==> src/gnio_pkg.sv <==
// constants shared by the grouped nibble i/o ports
// assumes a 4-bit register bus with bank zero data memory and a separate register file space
package gnio_pkg;
    localparam int unsigned NIB_W = 4;
    localparam int unsigned PORT_N = 3;
    localparam int unsigned ADDR_W = 8;
    localparam int unsigned BANK_W = 2;
    // register file address of the shared direction register
    localparam logic [7:0] ADDR_DIR_GROUPS = 8'h37;
    // bank zero data memory addresses of the port latches
    localparam logic [7:0] ADDR_PORT_A = 8'h70;
    localparam logic [7:0] ADDR_PORT_B = 8'h71;
    localparam logic [7:0] ADDR_PORT_C = 8'h72;
    localparam logic [1:0] DATA_BANK_ZERO = 2'h0;
    // direction field positions, 1 = output, 0 = input
    localparam int unsigned FIRST_PORT_DIR_SELECT = 0;
    localparam int unsigned SECOND_PORT_DIR_SELECT = 1;
    localparam int unsigned THIRD_PORT_DIR_SELECT = 2;
    localparam logic [2:0] DIR_RESET = 3'h0;
    localparam logic [3:0] LATCH_RESET = 4'hF;
    localparam logic [3:0] RDATA_IDLE = 4'h0;
    localparam logic [3:0] NIB_ALL_OFF = 4'hF;
    localparam logic [3:0] NIB_ALL_ON = 4'h0;
    localparam logic [1:0] SYNC_RESET = 2'h0;
    localparam logic [1:0] SYNC_SHIFT_IN = 2'h1;
endpackage

==> src/gnio_rst_sync.sv <==
// reset release synchroniser
// assumes an asynchronous active-low reset and one clock
`timescale 1ns/1ps
module gnio_rst_sync (
    input wire logic i_clk,
    input wire logic i_rst_b,
    output logic o_rst_b
);
    logic [1:0] sync_ff;

    always_ff @(posedge i_clk or negedge i_rst_b) begin
        if (!i_rst_b) begin
            sync_ff <= gnio_pkg::SYNC_RESET;
        end else begin
            sync_ff <= {sync_ff[0], gnio_pkg::SYNC_SHIFT_IN[0]};
        end
    end

    assign o_rst_b = sync_ff[1];
endmodule

==> src/gnio_nibble_port.sv <==
// one 4-bit port: output latch and registered pin drive
// assumes direction and write strobe come from the top register decode
`timescale 1ns/1ps
module gnio_nibble_port #(
    parameter bit OPEN_DRAIN = 1'b0
) (
    input wire logic i_clk,
    input wire logic i_rst_b,
    input wire logic i_wr,
    input wire logic [3:0] i_wdata,
    input wire logic i_dir_out,
    output logic [3:0] o_latch,
    output logic [3:0] o_pin_out,
    output logic [3:0] o_pin_oe_b,
    output logic o_pull_up_en
);
    logic [3:0] latch_ff;
    logic [3:0] pin_out_ff;
    logic [3:0] pin_oe_b_ff;
    logic pull_up_ff;

    // latch keeps writes in either direction
    always_ff @(posedge i_clk or negedge i_rst_b) begin
        if (!i_rst_b) begin
            latch_ff <= gnio_pkg::LATCH_RESET;
        end else if (i_wr) begin
            latch_ff <= i_wdata;
        end
    end

    genvar gi;
    generate
        for (gi = 0; gi < gnio_pkg::NIB_W; gi++) begin : g_bit
            always_ff @(posedge i_clk or negedge i_rst_b) begin
                if (!i_rst_b) begin
                    pin_out_ff[gi] <= 1'b0;
                    pin_oe_b_ff[gi] <= 1'b1;
                end else if (OPEN_DRAIN) begin
                    pin_out_ff[gi] <= 1'b0;
                    pin_oe_b_ff[gi] <= ~(i_dir_out & ~latch_ff[gi]);
                end else begin
                    pin_out_ff[gi] <= latch_ff[gi];
                    pin_oe_b_ff[gi] <= ~i_dir_out;
                end
            end
        end
    endgenerate

    always_ff @(posedge i_clk or negedge i_rst_b) begin
        if (!i_rst_b) begin
            pull_up_ff <= ~OPEN_DRAIN;
        end else begin
            pull_up_ff <= ~OPEN_DRAIN & ~i_dir_out;
        end
    end

    assign o_latch = latch_ff;
    assign o_pin_out = pin_out_ff;
    assign o_pin_oe_b = pin_oe_b_ff;
    assign o_pull_up_en = pull_up_ff;
endmodule

==> src/gnio_top.sv <==
// three grouped-direction 4-bit general purpose ports with register access
// assumes one 25 MHz clock, pins synchronous to it, a watchdog reset pulse from the cpu
`timescale 1ns/1ps
module gnio_top (
    input wire logic i_sys_clk,
    input wire logic i_rst_b,
    input wire logic i_wdt_rst,
    input wire logic [7:0] i_bus_addr,
    input wire logic i_bus_rf_sel,
    input wire logic [1:0] i_bus_bank,
    input wire logic [3:0] i_bus_wdata,
    input wire logic i_bus_wr,
    input wire logic i_bus_rd,
    output logic [3:0] o_bus_rdata,
    input wire logic [3:0] i_pa_in,
    output logic [3:0] o_pa_out,
    output logic [3:0] o_pa_oe_b,
    output logic o_pa_pull_up_en,
    input wire logic [3:0] i_pb_in,
    output logic [3:0] o_pb_out,
    output logic [3:0] o_pb_oe_b,
    input wire logic [3:0] i_pc_in,
    output logic [3:0] o_pc_out,
    output logic [3:0] o_pc_oe_b
);
    logic rst_b;
    logic [2:0] dir_ff;
    logic [2:0] nxt_dir;
    logic [3:0] rdata_ff;
    logic [3:0] nxt_rdata;
    logic [3:0] latch_a;
    logic [3:0] latch_b;
    logic [3:0] latch_c;
    logic hit_dir;
    logic hit_a;
    logic hit_b;
    logic hit_c;
    logic dm_bank0;

    gnio_rst_sync u_rst_sync (
        .i_clk(i_sys_clk),
        .i_rst_b(i_rst_b),
        .o_rst_b(rst_b)
    );

    // address decode
    assign dm_bank0 = !i_bus_rf_sel && (i_bus_bank == gnio_pkg::DATA_BANK_ZERO);
    assign hit_dir = i_bus_rf_sel && (i_bus_addr == gnio_pkg::ADDR_DIR_GROUPS);
    assign hit_a = dm_bank0 && (i_bus_addr == gnio_pkg::ADDR_PORT_A);
    assign hit_b = dm_bank0 && (i_bus_addr == gnio_pkg::ADDR_PORT_B);
    assign hit_c = dm_bank0 && (i_bus_addr == gnio_pkg::ADDR_PORT_C);

    // direction register, watchdog reset wins over a write
    always_comb begin
        nxt_dir = dir_ff;
        if (i_wdt_rst) begin
            nxt_dir = gnio_pkg::DIR_RESET;
        end else if (i_bus_wr && hit_dir) begin
            nxt_dir = i_bus_wdata[2:0];
        end
    end

    always_ff @(posedge i_sys_clk or negedge rst_b) begin
        if (!rst_b) begin
            dir_ff <= gnio_pkg::DIR_RESET;
        end else begin
            dir_ff <= nxt_dir;
        end
    end

    // read data: pins for ports, stored bits for direction, zero elsewhere
    always_comb begin
        nxt_rdata = gnio_pkg::RDATA_IDLE;
        if (i_bus_rd) begin
            if (hit_dir) begin
                nxt_rdata = {1'b0, dir_ff};
            end else if (hit_a) begin
                nxt_rdata = i_pa_in;
            end else if (hit_b) begin
                nxt_rdata = i_pb_in;
            end else if (hit_c) begin
                nxt_rdata = i_pc_in;
            end
        end
    end

    always_ff @(posedge i_sys_clk or negedge rst_b) begin
        if (!rst_b) begin
            rdata_ff <= gnio_pkg::RDATA_IDLE;
        end else begin
            rdata_ff <= nxt_rdata;
        end
    end

    assign o_bus_rdata = rdata_ff;

    gnio_nibble_port #(.OPEN_DRAIN(1'b0)) u_port_a (
        .i_clk(i_sys_clk),
        .i_rst_b(rst_b),
        .i_wr(i_bus_wr && hit_a),
        .i_wdata(i_bus_wdata),
        .i_dir_out(dir_ff[gnio_pkg::FIRST_PORT_DIR_SELECT]),
        .o_latch(latch_a),
        .o_pin_out(o_pa_out),
        .o_pin_oe_b(o_pa_oe_b),
        .o_pull_up_en(o_pa_pull_up_en)
    );

    gnio_nibble_port #(.OPEN_DRAIN(1'b1)) u_port_b (
        .i_clk(i_sys_clk),
        .i_rst_b(rst_b),
        .i_wr(i_bus_wr && hit_b),
        .i_wdata(i_bus_wdata),
        .i_dir_out(dir_ff[gnio_pkg::SECOND_PORT_DIR_SELECT]),
        .o_latch(latch_b),
        .o_pin_out(o_pb_out),
        .o_pin_oe_b(o_pb_oe_b),
        .o_pull_up_en()
    );

    gnio_nibble_port #(.OPEN_DRAIN(1'b1)) u_port_c (
        .i_clk(i_sys_clk),
        .i_rst_b(rst_b),
        .i_wr(i_bus_wr && hit_c),
        .i_wdata(i_bus_wdata),
        .i_dir_out(dir_ff[gnio_pkg::THIRD_PORT_DIR_SELECT]),
        .o_latch(latch_c),
        .o_pin_out(o_pc_out),
        .o_pin_oe_b(o_pc_oe_b),
        .o_pull_up_en()
    );
endmodule

==> config.mk <==
export PLATFORM = sky130hd
export DESIGN_NAME = gnio_top
export DESIGN_NICKNAME = d
export VERILOG_FILES = /design/src/gnio_pkg.sv /design/src/gnio_rst_sync.sv /design/src/gnio_nibble_port.sv /design/src/gnio_top.sv
export SDC_FILE = /design/constraint.sdc
export NUM_CORES = 1
export LEC_CHECK = 0
export BUFFER_PORTS_ARGS = -buffer_cell sky130_fd_sc_hd__buf_2
export CORE_ASPECT_RATIO = 1.4
export CORE_MARGIN = 4
export CORE_UTILIZATION = 40
export DETAILED_ROUTE_END_ITERATION = 12
export PLACE_DENSITY_LB_ADDON = 0.1
export SLEW_MARGIN = 40
export SYNTH_ARGS = -nofsm -noshare
export SYNTH_HDL_FRONTEND = slang
export SYNTH_SLANG_ARGS = --single-unit
==> constraint.sdc <==
create_clock -name i_sys_clk -period 3.6 [get_ports i_sys_clk]
set_clock_uncertainty 0.2 [all_clocks]
set_input_delay 0.72 -clock i_sys_clk [delete_from_list [all_inputs] [get_ports i_sys_clk]]
set_output_delay 0.72 -clock i_sys_clk [all_outputs]
set_load 0.01 [all_outputs]
## Word-level counts from Yosys, hierarchy flattened

Index checks and enable logic that the tools add are counted.

| storage, ports and cells | value |
|---|---|
| word-level logic and storage cells | 67 |
| output and inout port bits | 29 |
| input port bits | 32 |
| bits in registers | 34 |

| cells by class | value |
|---|---|
| muxes and demuxes | 7 |
| equality and inequality tests | 4 |
| reductions and logical operators | 12 |
| bitwise operators | 25 |

Operators by type and width:

| operator | count |
|---|---|
| equality test 8 x 7 -> 1 bit (second input constant) | 3 |
| two-way mux 4 bit | 5 |
| inverter 1 bit | 17 |
| logical AND 1 bit | 9 |
| AND 1 bit | 8 |
| equality test 8 x 6 -> 1 bit (second input constant) | 1 |
| two-way mux 3 bit | 2 |
| logical NOT 2 bit | 1 |
| nonzero test 2 bit | 1 |
| logical NOT 1 bit | 1 |

## Longest topological paths before layout

Gate-level depths: netlist of the first run.

| logic depth | value |
|---|---|
| word-level depth | 8 |
| depth in mapped cells | 5 |
| mapped depth without buffers | 4 |

## Cells and area by module

A second synthesis of the first run with hierarchy kept.

| second synthesis, totals | value |
|---|---|
| cell total of the unflattened synthesis | 112 |
| area total of the unflattened synthesis | 1476.4 sq um |

Modules (own cells, without submodules):

| module | cells each | instances | area an instance (sq um) | seq. area each (sq um) |
|---|---|---|---|---|
| gnio_nibble_port at u_port_b ... | 22 | 2 | 321.6 | 210.2 |
| gnio_top | 47 | 1 | 469.2 | 175.2 |
| gnio_nibble_port at u_port_a | 18 | 1 | 310.3 | 231.5 |
| gnio_rst_sync | 3 | 1 | 53.8 | 50.0 |

## Least setup slack after synthesis of the first run

OpenSTA, ideal clock, no wires.

| timing | value |
|---|---|
| path kind | input-to-reg |
| start | in i_bus_rf_sel |
| end | reg u_port_a.latch_ff[0], in the netlist u_port_a.o_latch[0] |
| slack | 1.207 ns |
| library setup time | 0.082 ns |
| stages | 4 |
| data required time | 3.318 ns |
| path buffers | 0 |
| arrival time | 2.111 ns |
| path through | or4b_4 -> nor3_4 -> nor4b_4 -> mux2_2 |

| on the way | value |
|---|---|
| cells in the longest elaborated chain, start to end | 4 |

RTL lines:

| what | RTL line | RTL |
|---|---|---|
| start: declaration | gnio_top.sv:9 | `input wire logic i_bus_rf_sel,` |
| logical NOT 1 bit | gnio_top.sv:47 | `assign dm_bank0 = !i_bus_rf_sel && (i_bus_bank == gnio_pkg::DATA_BANK_ZERO);` |
| logical AND 1 bit | gnio_top.sv:47 |  |
| logical AND 1 bit | gnio_top.sv:49 | `assign hit_a = dm_bank0 && (i_bus_addr == gnio_pkg::ADDR_PORT_A);` |
| logical AND 1 bit | gnio_top.sv:100 | `.i_wr(i_bus_wr && hit_a),` |
| end signal: assignment | gnio_nibble_port.sv:25 | `latch_ff <= gnio_pkg::LATCH_RESET;` |
| end signal: assignment | gnio_nibble_port.sv:27 | `latch_ff <= i_wdata;` |
| end: declaration | gnio_nibble_port.sv:17 | `logic [3:0] latch_ff;` |

Every way passes these cells.
A chain may end at the register's enable or synchronous reset.

## Final worst setup path of the first run

Same ends and word-level chain as after synthesis.

==> out/metrics.yaml, run 1 <==
run_status:
  outcome: "complete, no violations"
sta:
  min_period_ns: 2.35
  layout_setup_ws_ns: 1.25
  drv_slew: 0
  hold-worst-slack_ns: 0.0148
  setup_tns_ns: 0
  worstMarginPinSlew_ns: 0.523
  maxSlewHeadroom: 0.651
  fmax_ghz: 0.426
  rsz0062_at_grt: "false"
  hold_viol: 0
  timing.final.crit_share: 0.652
  finalSetupViolCount: 0
cts:
  numCtsBuffers: 5
  clkSinkCount: 34
  cts_max_level: 2
  root_buffer: "clkbuf_8"
  postCtsSetupBuffers: 0
  clock_latency_ns: 0.27
  ctsHoldBuffers: 0
  cts_tree: "built"
  cts.clk_slew.worst_paths_ns: 0.06
  cts_buffer_depth: 2
  cts_resized: 0
routing:
  viasPerCell: 4.76
  drt_iter0_markers: 10
  drtAntennaViolNets: 0
  drt-total-wl_mm: 2.81
  first_pass_iters: 4
  via_count: 985
  drc: 0
  wl_per_cell_um: 13.6
die:
  initial_core_util: 0.427
  num_rows: 25
  core_area_um2: 3440
  die_y_um: 79.7
  die_area_um2: 4720
  die_x_um: 59.2
  pin_count: 61
placement:
  io_buffers: 52
  placedInstanceArea_um2: 1720
  detailed_place_hpwl_mm: 2.29
  place_ws_ns: 0.944
  place_congestion: 0.772
power_and_ir_drop:
  swShare: 0.216
  internal_power_uw: 561
  pwr-share-clk: 0.390
  power_density_nw_per_um2: 395
  leakage_nw: 0.831
  p_comb_frac: 0.062
  power.share.sequential: 0.548
  netSwitchingPower_uw: 155
  peakVddDrop_v: 0.000225
global_routing:
  grt_pass1_wl_mm: 4.75
  grt_overflow: 0
  grtUsageTotal: 0.136
  grt_max_degree: 26
  grt_antenna_before_repair: 0
  grt_pass1_vias: 1037
logic_synthesis:
  ys_seq_elements: 34
  synth.avg_cell_area_um2: 13.1
  yosys_warnings: 0
  synthFlopType: "dfstp_2"
  synth.top_cell.area_share: 0.376
  yosysUniqueCellTypes: 25
  synth_edf_count: 0
  syn_area_um2: 1470
  ys_seq_area_frac: 0.598
  synthCells: 112
  yosys-top-cells-area: "dfstp_2 (38%), dfrtp_1 (22%), mux2_2 (9.2%)"
  yosys.area.top_type: "dfstp_2"
  async_reset_ff_frac: 1.00
layout:
  multi_input_area_um2: 524
  fill_cells: 336
  final_layout_size_suffix_gt1_frac: 0.587
  n_antenna_cell: 0
  area_delta_synth_final_pct: 23.7
  fin_nets: 198
  regArea_um2: 878
  fin_area_um2: 1820
setup_path:
  end_kind: "flop"
  required_ns: 3.60
  crit_arrival_ns: 2.35
  path_class: "in -> reg"
  start_kind: "input pin"
  worstPathMaxFanout: 7
min_path:
  min_path_type: "in -> async"
job:
  max_cap_viol_count: 0
-- stage by stage --
| stage | power, mW | std cells | utilization |
|---|---|---|---|
| global placement | 0.442 | 199 | 0.499 |
| detailed placement | 0.444 | 199 | 0.499 |
| finish | 0.716 | 207 | 0.528 |
| global route | 0.753 | 207 | 0.528 |
| floorplan | 0.423 | 119 | - |
| CTS | 0.725 | 207 | 0.526 |
-- power groups by stage --
stage	Sequential [mW]	Clock, mW	Combinational (mW)
after floorplan	0.399	0	0.0240
after detailed placement	0.399	0	0.0443
final	0.393	0.279	0.0445
after global placement	0.399	0	0.0432
after CTS	0.393	0.287	0.0443
after global routing	0.394	0.309	0.0500
-- synthesized netlist by cell type, types with 2 or more instances --
cell type and count:
nand2b_1 9, o21ai_0 3, mux2i_1 7, mux2_2 12
nand4b_1 3, dfstp_2 21, a21oi_1 4, buf_4 12
nor2_1 7, dfrtp_1 13, nand2_1 4, conb_1 2
and2_0 3
-- final cells by class --
type,count,area share
inverter,1,0.00207
clock inverter,1,0.00276
sequential,34,0.484
multi-input combinational,71,0.289
timing repair buffer,53,0.147
tap,40,0.0276
clock buffer,7,0.0476
-- flip-flops by register name (all words and copies together) (netlist names) --
signal and count:
u_port_b.o_latch 4, u_port_a.o_latch 4, dir_ff 3, u_rst_sync.sync_ff 2, u_port_b.o_pin_oe_b 4, u_port_c.o_latch 4, o_bus_rdata 4, u_port_a.o_pin_out 4
u_port_a.o_pull_up_en 1, u_port_c.o_pin_oe_b 4
-- kinds of logic (layout without fill, tap and decap cells) --
family,count (synthesis),in the layout,share of synthesized area
AND/OR/NAND/NOR,36,36,0.166
flip-flops,34,34,0.598
multiplexers,19,19,0.140
buffers and inverters,14,62,0.0673
AO/OA/AOI/OAI,7,7,0.0239
other,2,9,0.00512
-- cells in the final DEF (no fill, tap or decap), drive strengths merged, types with 2 or more instances in the layout --
cell type  count
conb           9
nor2           7
mux2i          7
and2           3
o21ai          3
dfrtp         13
nand4b         3
mux2          12
buf           53
nand2b         9
a21oi          4
nor3           2
nand2          4
dfstp         21
clkbuf         7
-- layer usage --
| metal | share of wire | global-route usage |
|---|---|---|
| met5 | 0 | 0 |
| met3 | 0.065 | 0.0340 |
| met2 | 0.58 | 0.246 |
| met1 | 0.34 | 0.134 |
| met4 | 0.014 | 0.0748 |
-- final timing paths --
| kind | from | endpoint | slack, ns | cells after the start |
|---|---|---|---|---|
| min in group i_sys_clk | u_rst_sync.sync_ff[0]$_DFF_PN0_ | u_rst_sync.sync_ff[1]$_DFF_PN0_ | 0.16 | 0 |
| hold / removal | i_rst_b | u_rst_sync.sync_ff[0]$_DFF_PN0_ | 0.01 | 1 |
| max in group asynchronous | u_rst_sync.sync_ff[1]$_DFF_PN0_ | u_port_c.o_pin_oe_b[3]$_DFF_PN1_ | 2.56 | 1 |
| hold reg to reg | u_rst_sync.sync_ff[1]$_DFF_PN0_ | u_port_a.o_pin_out[3]$_DFF_PN0_ | 0.05 | 0 |
| setup reg to reg | u_rst_sync.sync_ff[1]$_DFF_PN0_ | u_port_c.o_pin_oe_b[3]$_DFF_PN1_ | 2.56 | 1 |
| setup / recovery | i_bus_rf_sel | u_port_a.o_latch[0]$_DFFE_PN1P_ | 1.25 | 5 |
-- critical path, cell delays in order --
cell and delay [ns]:
buf_2 0.10, or4b_4 0.54, nor3_4 0.25, nor4b_4 0.36, mux2_2 0.38
Note: power is estimated with default switching activity, not from simulation.
==> inputs of run 2 (changes only) <==
- clock period: 3.6 -> 2 ns (I/O delays scaled with it)
==> run 2 against run 1 <==
Net effect: sequential share of layout area decreased by 0.50 points; combinational power increased by 110%; sequential power increased by 78%; via count decreased by 1.7%; clock power increased by 67%; final cell count increased by 1.9%; largest cell class unchanged; power increased by 75%; register-to-register slack got worse by 1.5 ns; hold slack improved by 0.045 ns; critical endpoint is now u_port_c.o_latch[1]$_DFFE_PN1P_; final area increased by 0.90%.
==> out/metrics.yaml, run 2 (same netlist as run 1, synthesis figures left out) <==
run_status:
  outcome: "complete, no violations"  # unchanged
global_routing:
  grt_overflow: 0  # unchanged
  grtUsageTotal: 0.135  # was 0.136
  grt_pass1_vias: 993  # was 1037
  grt_pass1_wl_mm: 4.69  # was 4.75 mm
  grt_max_degree: 33  # was 26
  grt_antenna_before_repair: 0  # unchanged
cts:
  root_buffer: "clkbuf_8"  # unchanged
  cts_tree: "built"  # unchanged
  numCtsBuffers: 5  # unchanged
  cts_buffer_depth: 2  # unchanged
  cts.clk_slew.worst_paths_ns: 0.07  # was 0.06 ns
  clkSinkCount: 34  # unchanged
  postCtsSetupBuffers: 0  # unchanged
  cts_max_level: 2  # unchanged
  clock_latency_ns: 0.28  # was 0.27 ns
power_and_ir_drop:
  pwr-share-clk: 0.372  # was 0.390
  swShare: 0.223  # was 0.216
  power_density_nw_per_um2: 686  # was 395 nW/um2
  peakVddDrop_v: 0.000395  # was 0.000225 V
  leakage_nw: 0.849  # was 0.831 nW
  power.share.sequential: 0.555  # was 0.548
  internal_power_uw: 977  # was 561 uW
  netSwitchingPower_uw: 280  # was 155 uW
  total_power_mw: 1.26  # was 716 uW
  p_comb_frac: 0.073  # was 0.062
die:
  core_area_um2: 3440  # unchanged
  initial_core_util: 0.427  # unchanged
  die_x_um: 59.2  # unchanged
  die_y_um: 79.7  # unchanged
  die_area_um2: 4720  # unchanged
  pin_count: 61  # unchanged
  num_rows: 25  # unchanged
setup_path:
  crit_path_top_delay_cell: "or4b_4"  # unchanged
  crit_end: "u_port_c.o_latch[1]$_DFFE_PN1P_"  # was u_port_a.o_latch[0]$_DFFE_PN1P_
  r2r-start: "dir_ff[1]$_DFFE_PN0P_"  # was u_rst_sync.sync_ff[1]$_DFF_PN0_
  start_kind: "input pin"  # unchanged
  worstPathMaxFanout: 6  # was 7
  r2r-end: "dir_ff[1]$_DFFE_PN0P_"  # was u_port_c.o_pin_oe_b[3]$_DFF_PN1_
  crit_start: "i_bus_rf_sel"  # unchanged
  path_class: "in -> reg"  # unchanged
  cp_num_buf_inv: 2  # was 1
  end_kind: "flop"  # unchanged
  worstSetupPathDepth: 6  # was 5
  reg2reg_depth: 2  # was 1
  crit_family: "simple AND/OR/NAND/NOR gates"  # unchanged
  crit_arrival_ns: 1.91  # was 2.35 ns
  slowest_delay_ns: 0.54  # about the same
  required_ns: 2.01  # was 3.60 ns
  cp_cell_sequence: "buf_2 -> or4b_4 -> nor3_4 -> buf_4 -> nand4b_1 -> mux2_2"  # was buf_2 -> or4b_4 -> nor3_4 -> nor4b_4 -> mux2_2
  reg2reg_slack_ns: 1.02  # was 2.56 ns
layout:
  final_common_cell: "buf_2"  # unchanged
  regArea_um2: 877  # was 878 um2
  final_util: 0.532  # was 0.528
  n_antenna_cell: 0  # unchanged
  fin_cells: 211  # was 207
  final_layout_size_suffix_gt1_frac: 0.579  # was 0.587
  multi_input_area_um2: 518  # was 524 um2
  final_cell_mix: "buf_2 (52), dfstp_2 (21), dfrtp_1 (13)"  # was buf_2 (52), dfstp_2 (21), mux2_2 (12), dfrtp_1 (12)
  fill_cells: 313  # was 336
  fin_nets: 202  # was 198
  area_delta_synth_final_pct: 24.8  # was 23.7%
routing:
  drt_iter0_markers: 12  # was 10
  first_pass_iters: 4  # unchanged
  drc: 0  # unchanged
  via_count: 968  # was 985
  viasPerCell: 4.59  # was 4.76
  wl_per_cell_um: 13.2  # was 13.6 um
  drt-total-wl_mm: 2.78  # was 2.81 mm
  drtAntennaViolNets: 0  # unchanged
job:
  max_cap_viol_count: 0  # unchanged
placement:
  place_congestion: 0.816  # was 0.772
  detailed_place_hpwl_mm: 2.26  # was 2.29 mm
  io_buffers: 52  # unchanged
  dp_cells: 202  # was 199
sta:
  min_period_ns: 1.90
  rsz0062_at_grt: "false"  # unchanged
  setup_tns_ns: 0  # unchanged
  drv_slew: 0  # unchanged
  hold_viol: 0  # unchanged
  fmax_ghz: 0.525
  hold-worst-slack_ns: 0.0595  # was 0.0148 ns
  finalSetupViolCount: 0  # unchanged
  timing.final.crit_share: 0.952
min_path:
  min_path_type: "reg -> async"  # was in -> async
run 2: stage by stage:
step | setup slack (ns) | cell area [um2]
after CTS | 0.0763 | 1830
after floorplan | -0.0735 | 1490
after detailed placement | -0.228 | 1740
final | 0.0968 | 1830
after global placement | -0.207 | 1740
after global routing | 0.0381 | 1830
run 2: cell type report:
cell class | instances | area share
clock buffers | 6 | 0.0396
clock inverters | 2 | 0.00546
inverters | 1 | 0.00205
multi-input cells | 71 | 0.283
flip-flops and latches | 34 | 0.479
well taps | 40 | 0.0273
repair buffers | 57 | 0.164
run 2: repair_timing:
item | CTS | global route
endpoints found under the hold margin | 2 | 0
hold buffers | 1 | 0
resized for setup | 0 | 0
run 2: worst min-delay path by stage:
| stage | slack (ns) | cells past startpoint | end |
|---|---|---|---|
| floorplan | -0.1 | 0 | u_rst_sync.sync_ff[0]$_DFF_PN0_ |
| global placement | -0.02 | 1 | u_rst_sync.sync_ff[1]$_DFF_PN0_ |
| detailed placement | -0.01 | 1 | u_rst_sync.sync_ff[1]$_DFF_PN0_ |
| CTS | 0.07 | 1 | u_port_a.o_pin_out[1]$_DFF_PN0_ |
| global route | 0.09 | 2 | dir_ff[1]$_DFFE_PN0P_ |
| finish | 0.06 | 1 | u_port_a.o_pin_out[3]$_DFF_PN0_ |
run 2: layer usage:
metal  track usage  share of wire  vias to the layer above
li1              -              -                      476
met1         0.140           0.36                      445
met2         0.240           0.54                       42
met3        0.0307          0.074                        5
met4        0.0748          0.026                        0
met5             0              0                        -
run 2: power by group through the flow:
stage	sequential, mW	combinational (mW)	clock (mW)
global placement	0.709	0.0889	0
floorplan	0.717	0.0432	0
detailed placement	0.709	0.0913	0
global route	0.697	0.105	0.527
CTS	0.698	0.0927	0.491
finish	0.698	0.0917	0.467
run 2: worst register-to-register path, cell delays in order, from the launching register on:
cell	delay, ns
dfrtp_1	0.46
mux2i_1	0.17
nor2_1	0.05
==> inputs of run 3 (changes only) <==
- CORE_MARGIN: 4 -> 5
==> run 3 against run 2 <==
Net effect: combinational power up 0.8%; register-to-register slack got worse by 0.05 ns; final cell count grew 1.9%; global-route usage shrank 0.054 points.
==> out/metrics.yaml, run 3 (same netlist as run 1, synthesis figures left out) <==
run_status:
  outcome: "complete, no violations"  # unchanged
cts:
  cts_max_level: 2  # unchanged
  root_buffer: "clkbuf_8"  # unchanged
  clock_latency_ns: 0.28  # about the same
  numCtsBuffers: 5  # unchanged
  cts.clk_slew.worst_paths_ns: 0.07  # about the same
  cts_tree: "built"  # unchanged
  cts_buffer_depth: 2  # unchanged
  clkSinkCount: 34  # unchanged
die:
  num_rows: 26  # was 25
  die_x_um: 61.2  # was 59.2 um
  die_area_um2: 5000  # was 4720 um2
  pin_count: 61  # unchanged
  die_y_um: 81.7  # was 79.7 um
  core_area_um2: 3610  # was 3440 um2
  initial_core_util: 0.406  # was 0.427
setup_path:
  required_ns: 2.01  # about the same
  reg2reg_depth: 2  # unchanged
  start_kind: "input pin"  # unchanged
  path_class: "in -> reg"  # unchanged
  slowest_delay_ns: 0.53  # was 0.54 ns
  worstPathMaxFanout: 5  # was 6
  crit_path_top_delay_cell: "or4b_4"  # unchanged
  crit_arrival_ns: 1.95  # was 1.91 ns
  r2r-start: "dir_ff[1]$_DFFE_PN0P_"  # unchanged
  end_kind: "flop"  # unchanged
  cp_cell_sequence: "buf_6 -> or4b_4 -> nor3_4 -> nor4b_4 -> buf_4 -> mux2_4"  # was buf_2 -> or4b_4 -> nor3_4 -> buf_4 -> nand4b_1 -> mux2_2
  reg2reg_slack_ns: 0.97  # was 1.02 ns
  r2r-end: "o_bus_rdata[1]$_DFF_PN0_"  # was dir_ff[1]$_DFFE_PN0P_
layout:
  final_cell_mix: "buf_2 (51), dfstp_2 (21), dfrtp_1 (13)"  # was buf_2 (52), dfstp_2 (21), dfrtp_1 (13)
  fin_area_um2: 1900  # was 1830 um2
  area_delta_synth_final_pct: 29.2  # was 24.8%
  final_common_cell: "buf_2"  # unchanged
  final_layout_size_suffix_gt1_frac: 0.590  # was 0.579
  n_antenna_cell: 0  # unchanged
  fin_nets: 204  # was 202
routing:
  wl_per_cell_um: 14.2  # was 13.2 um
  drt_iter0_markers: 10  # was 12
  met1_length_mm: 1.08  # was 993 um
  via_count: 1027  # was 968
  drt-total-wl_mm: 3.05  # was 2.78 mm
  dr_wl_met3_um: 236  # was 206 um
  viasPerCell: 4.78  # was 4.59
  drc: 0  # unchanged
  drtAntennaViolNets: 0  # unchanged
  highest_layer: "met4"  # unchanged
  wl_met2_mm: 1.62  # was 1.51 mm
  first_pass_iters: 4  # unchanged
global_routing:
  grt_overflow: 0  # unchanged
  grt_max_degree: 33  # unchanged
  grt_pass1_wl_mm: 4.82  # was 4.69 mm
  grt_antenna_before_repair: 0  # unchanged
  grt_pass1_vias: 1065  # was 993
  grtUsageTotal: 0.134  # was 0.135
power_and_ir_drop:
  power_density_nw_per_um2: 735  # was 686 nW/um2
  leakage_nw: 0.878  # was 0.849 nW
  peakVddDrop_v: 0.000642  # was 0.000395 V
placement:
  placedInstanceArea_um2: 1730  # was 1740 um2
  place_congestion: 0.810  # was 0.816
  place_ws_ns: -0.331  # was -0.228 ns
  io_buffers: 52  # unchanged
  detailed_place_hpwl_mm: 2.34  # was 2.26 mm
job:
  max_cap_viol_count: 0  # unchanged
sta:
  min_period_ns: 1.94  # was 1.90 ns
  drv_slew: 0  # unchanged
  layout_setup_ws_ns: 0.0561  # was 0.0968 ns
  hold_viol: 0  # unchanged
  fmax_ghz: 0.514  # was 0.525 GHz
  rsz0062_at_grt: "true"  # was false
  finalSetupViolCount: 0  # unchanged
  timing.final.crit_share: 0.972  # was 0.952
min_path:
  min_path_type: "reg -> async"  # unchanged
-- run 3: what timing repair did --
action / CTS / global route
gates cloned: 0 / 0
pin swaps: 2 / 1
endpoints found under the setup margin: 4 / 4
setup buffers: 1 / 2
resized for setup: 5 / 0
hold buffers: 1 / 0
hold endpoints to repair: 2 / 0
-- run 3: worst max-delay path by stage --
stage / to / start / slack (ns) / depth (start not counted)
after detailed placement: u_port_a.o_latch[3]$_DFFE_PN1P_ / i_bus_rf_sel / -0.33 / 5
after CTS: u_port_a.o_latch[3]$_DFFE_PN1P_ / i_bus_bank[0] / -0.02 / 6
after global placement: u_port_a.o_latch[0]$_DFFE_PN1P_ / i_bus_rf_sel / -0.28 / 5
after global routing: u_port_a.o_latch[3]$_DFFE_PN1P_ / i_bus_bank[0] / -0.02 / 6
final: u_port_a.o_latch[0]$_DFFE_PN1P_ / i_bus_bank[0] / 0.06 / 6
after floorplan: u_port_a.o_latch[0]$_DFFE_PN1P_ / i_bus_rf_sel / -0.07 / 4
-- run 3: where the power goes --
| group | switching, mW | leakage (nW) | internal (mW) |
|---|---|---|---|
| clock | 0.238 | 0.0579 | 0.366 |
| sequential | 0.00175 | 0.395 | 0.696 |
| combinational | 0.0520 | 0.425 | 0.0404 |
| total | 0.292 | 0.878 | 1.10 |
-- run 3: layer usage --
metal,global-route usage,up-vias
li1,-,479
met1,0.149,485
met2,0.227,53
met3,0.0299,10
met4,0.0803,0
met5,0,-
-- run 3: cell type report --
type,count,area [um2]
clock buffer,5,68.8
clock inverter,3,40.0
fill,349,1710
inverter,1,3.75
multi-input combinational,71,533
sequential,34,877
tap,42,52.6
timing repair buffer,59,322
-- run 3: stage by stage --
stage	TNS (ns)	cells	power, mW	util	hold WS (ns)
final	0	215	1.39	0.525	0.0607
after global routing	-0.0523	215	1.45	0.525	0.101
after CTS	-0.0531	213	1.42	0.521	0.0839
after detailed placement	-2.35	203	0.799	0.480	-0.0129
after global placement	-2.06	203	0.795	0.480	-0.0155
after floorplan	-0.294	119	0.761	-	-0.0956
-- run 3: worst max-delay path, delay by kind of cell --
kind / cells / cell delay, ns
muxes: 1 / 0.30
and+or+nand+nor: 3 / 0.97
buffers and inverters: 2 / 0.28
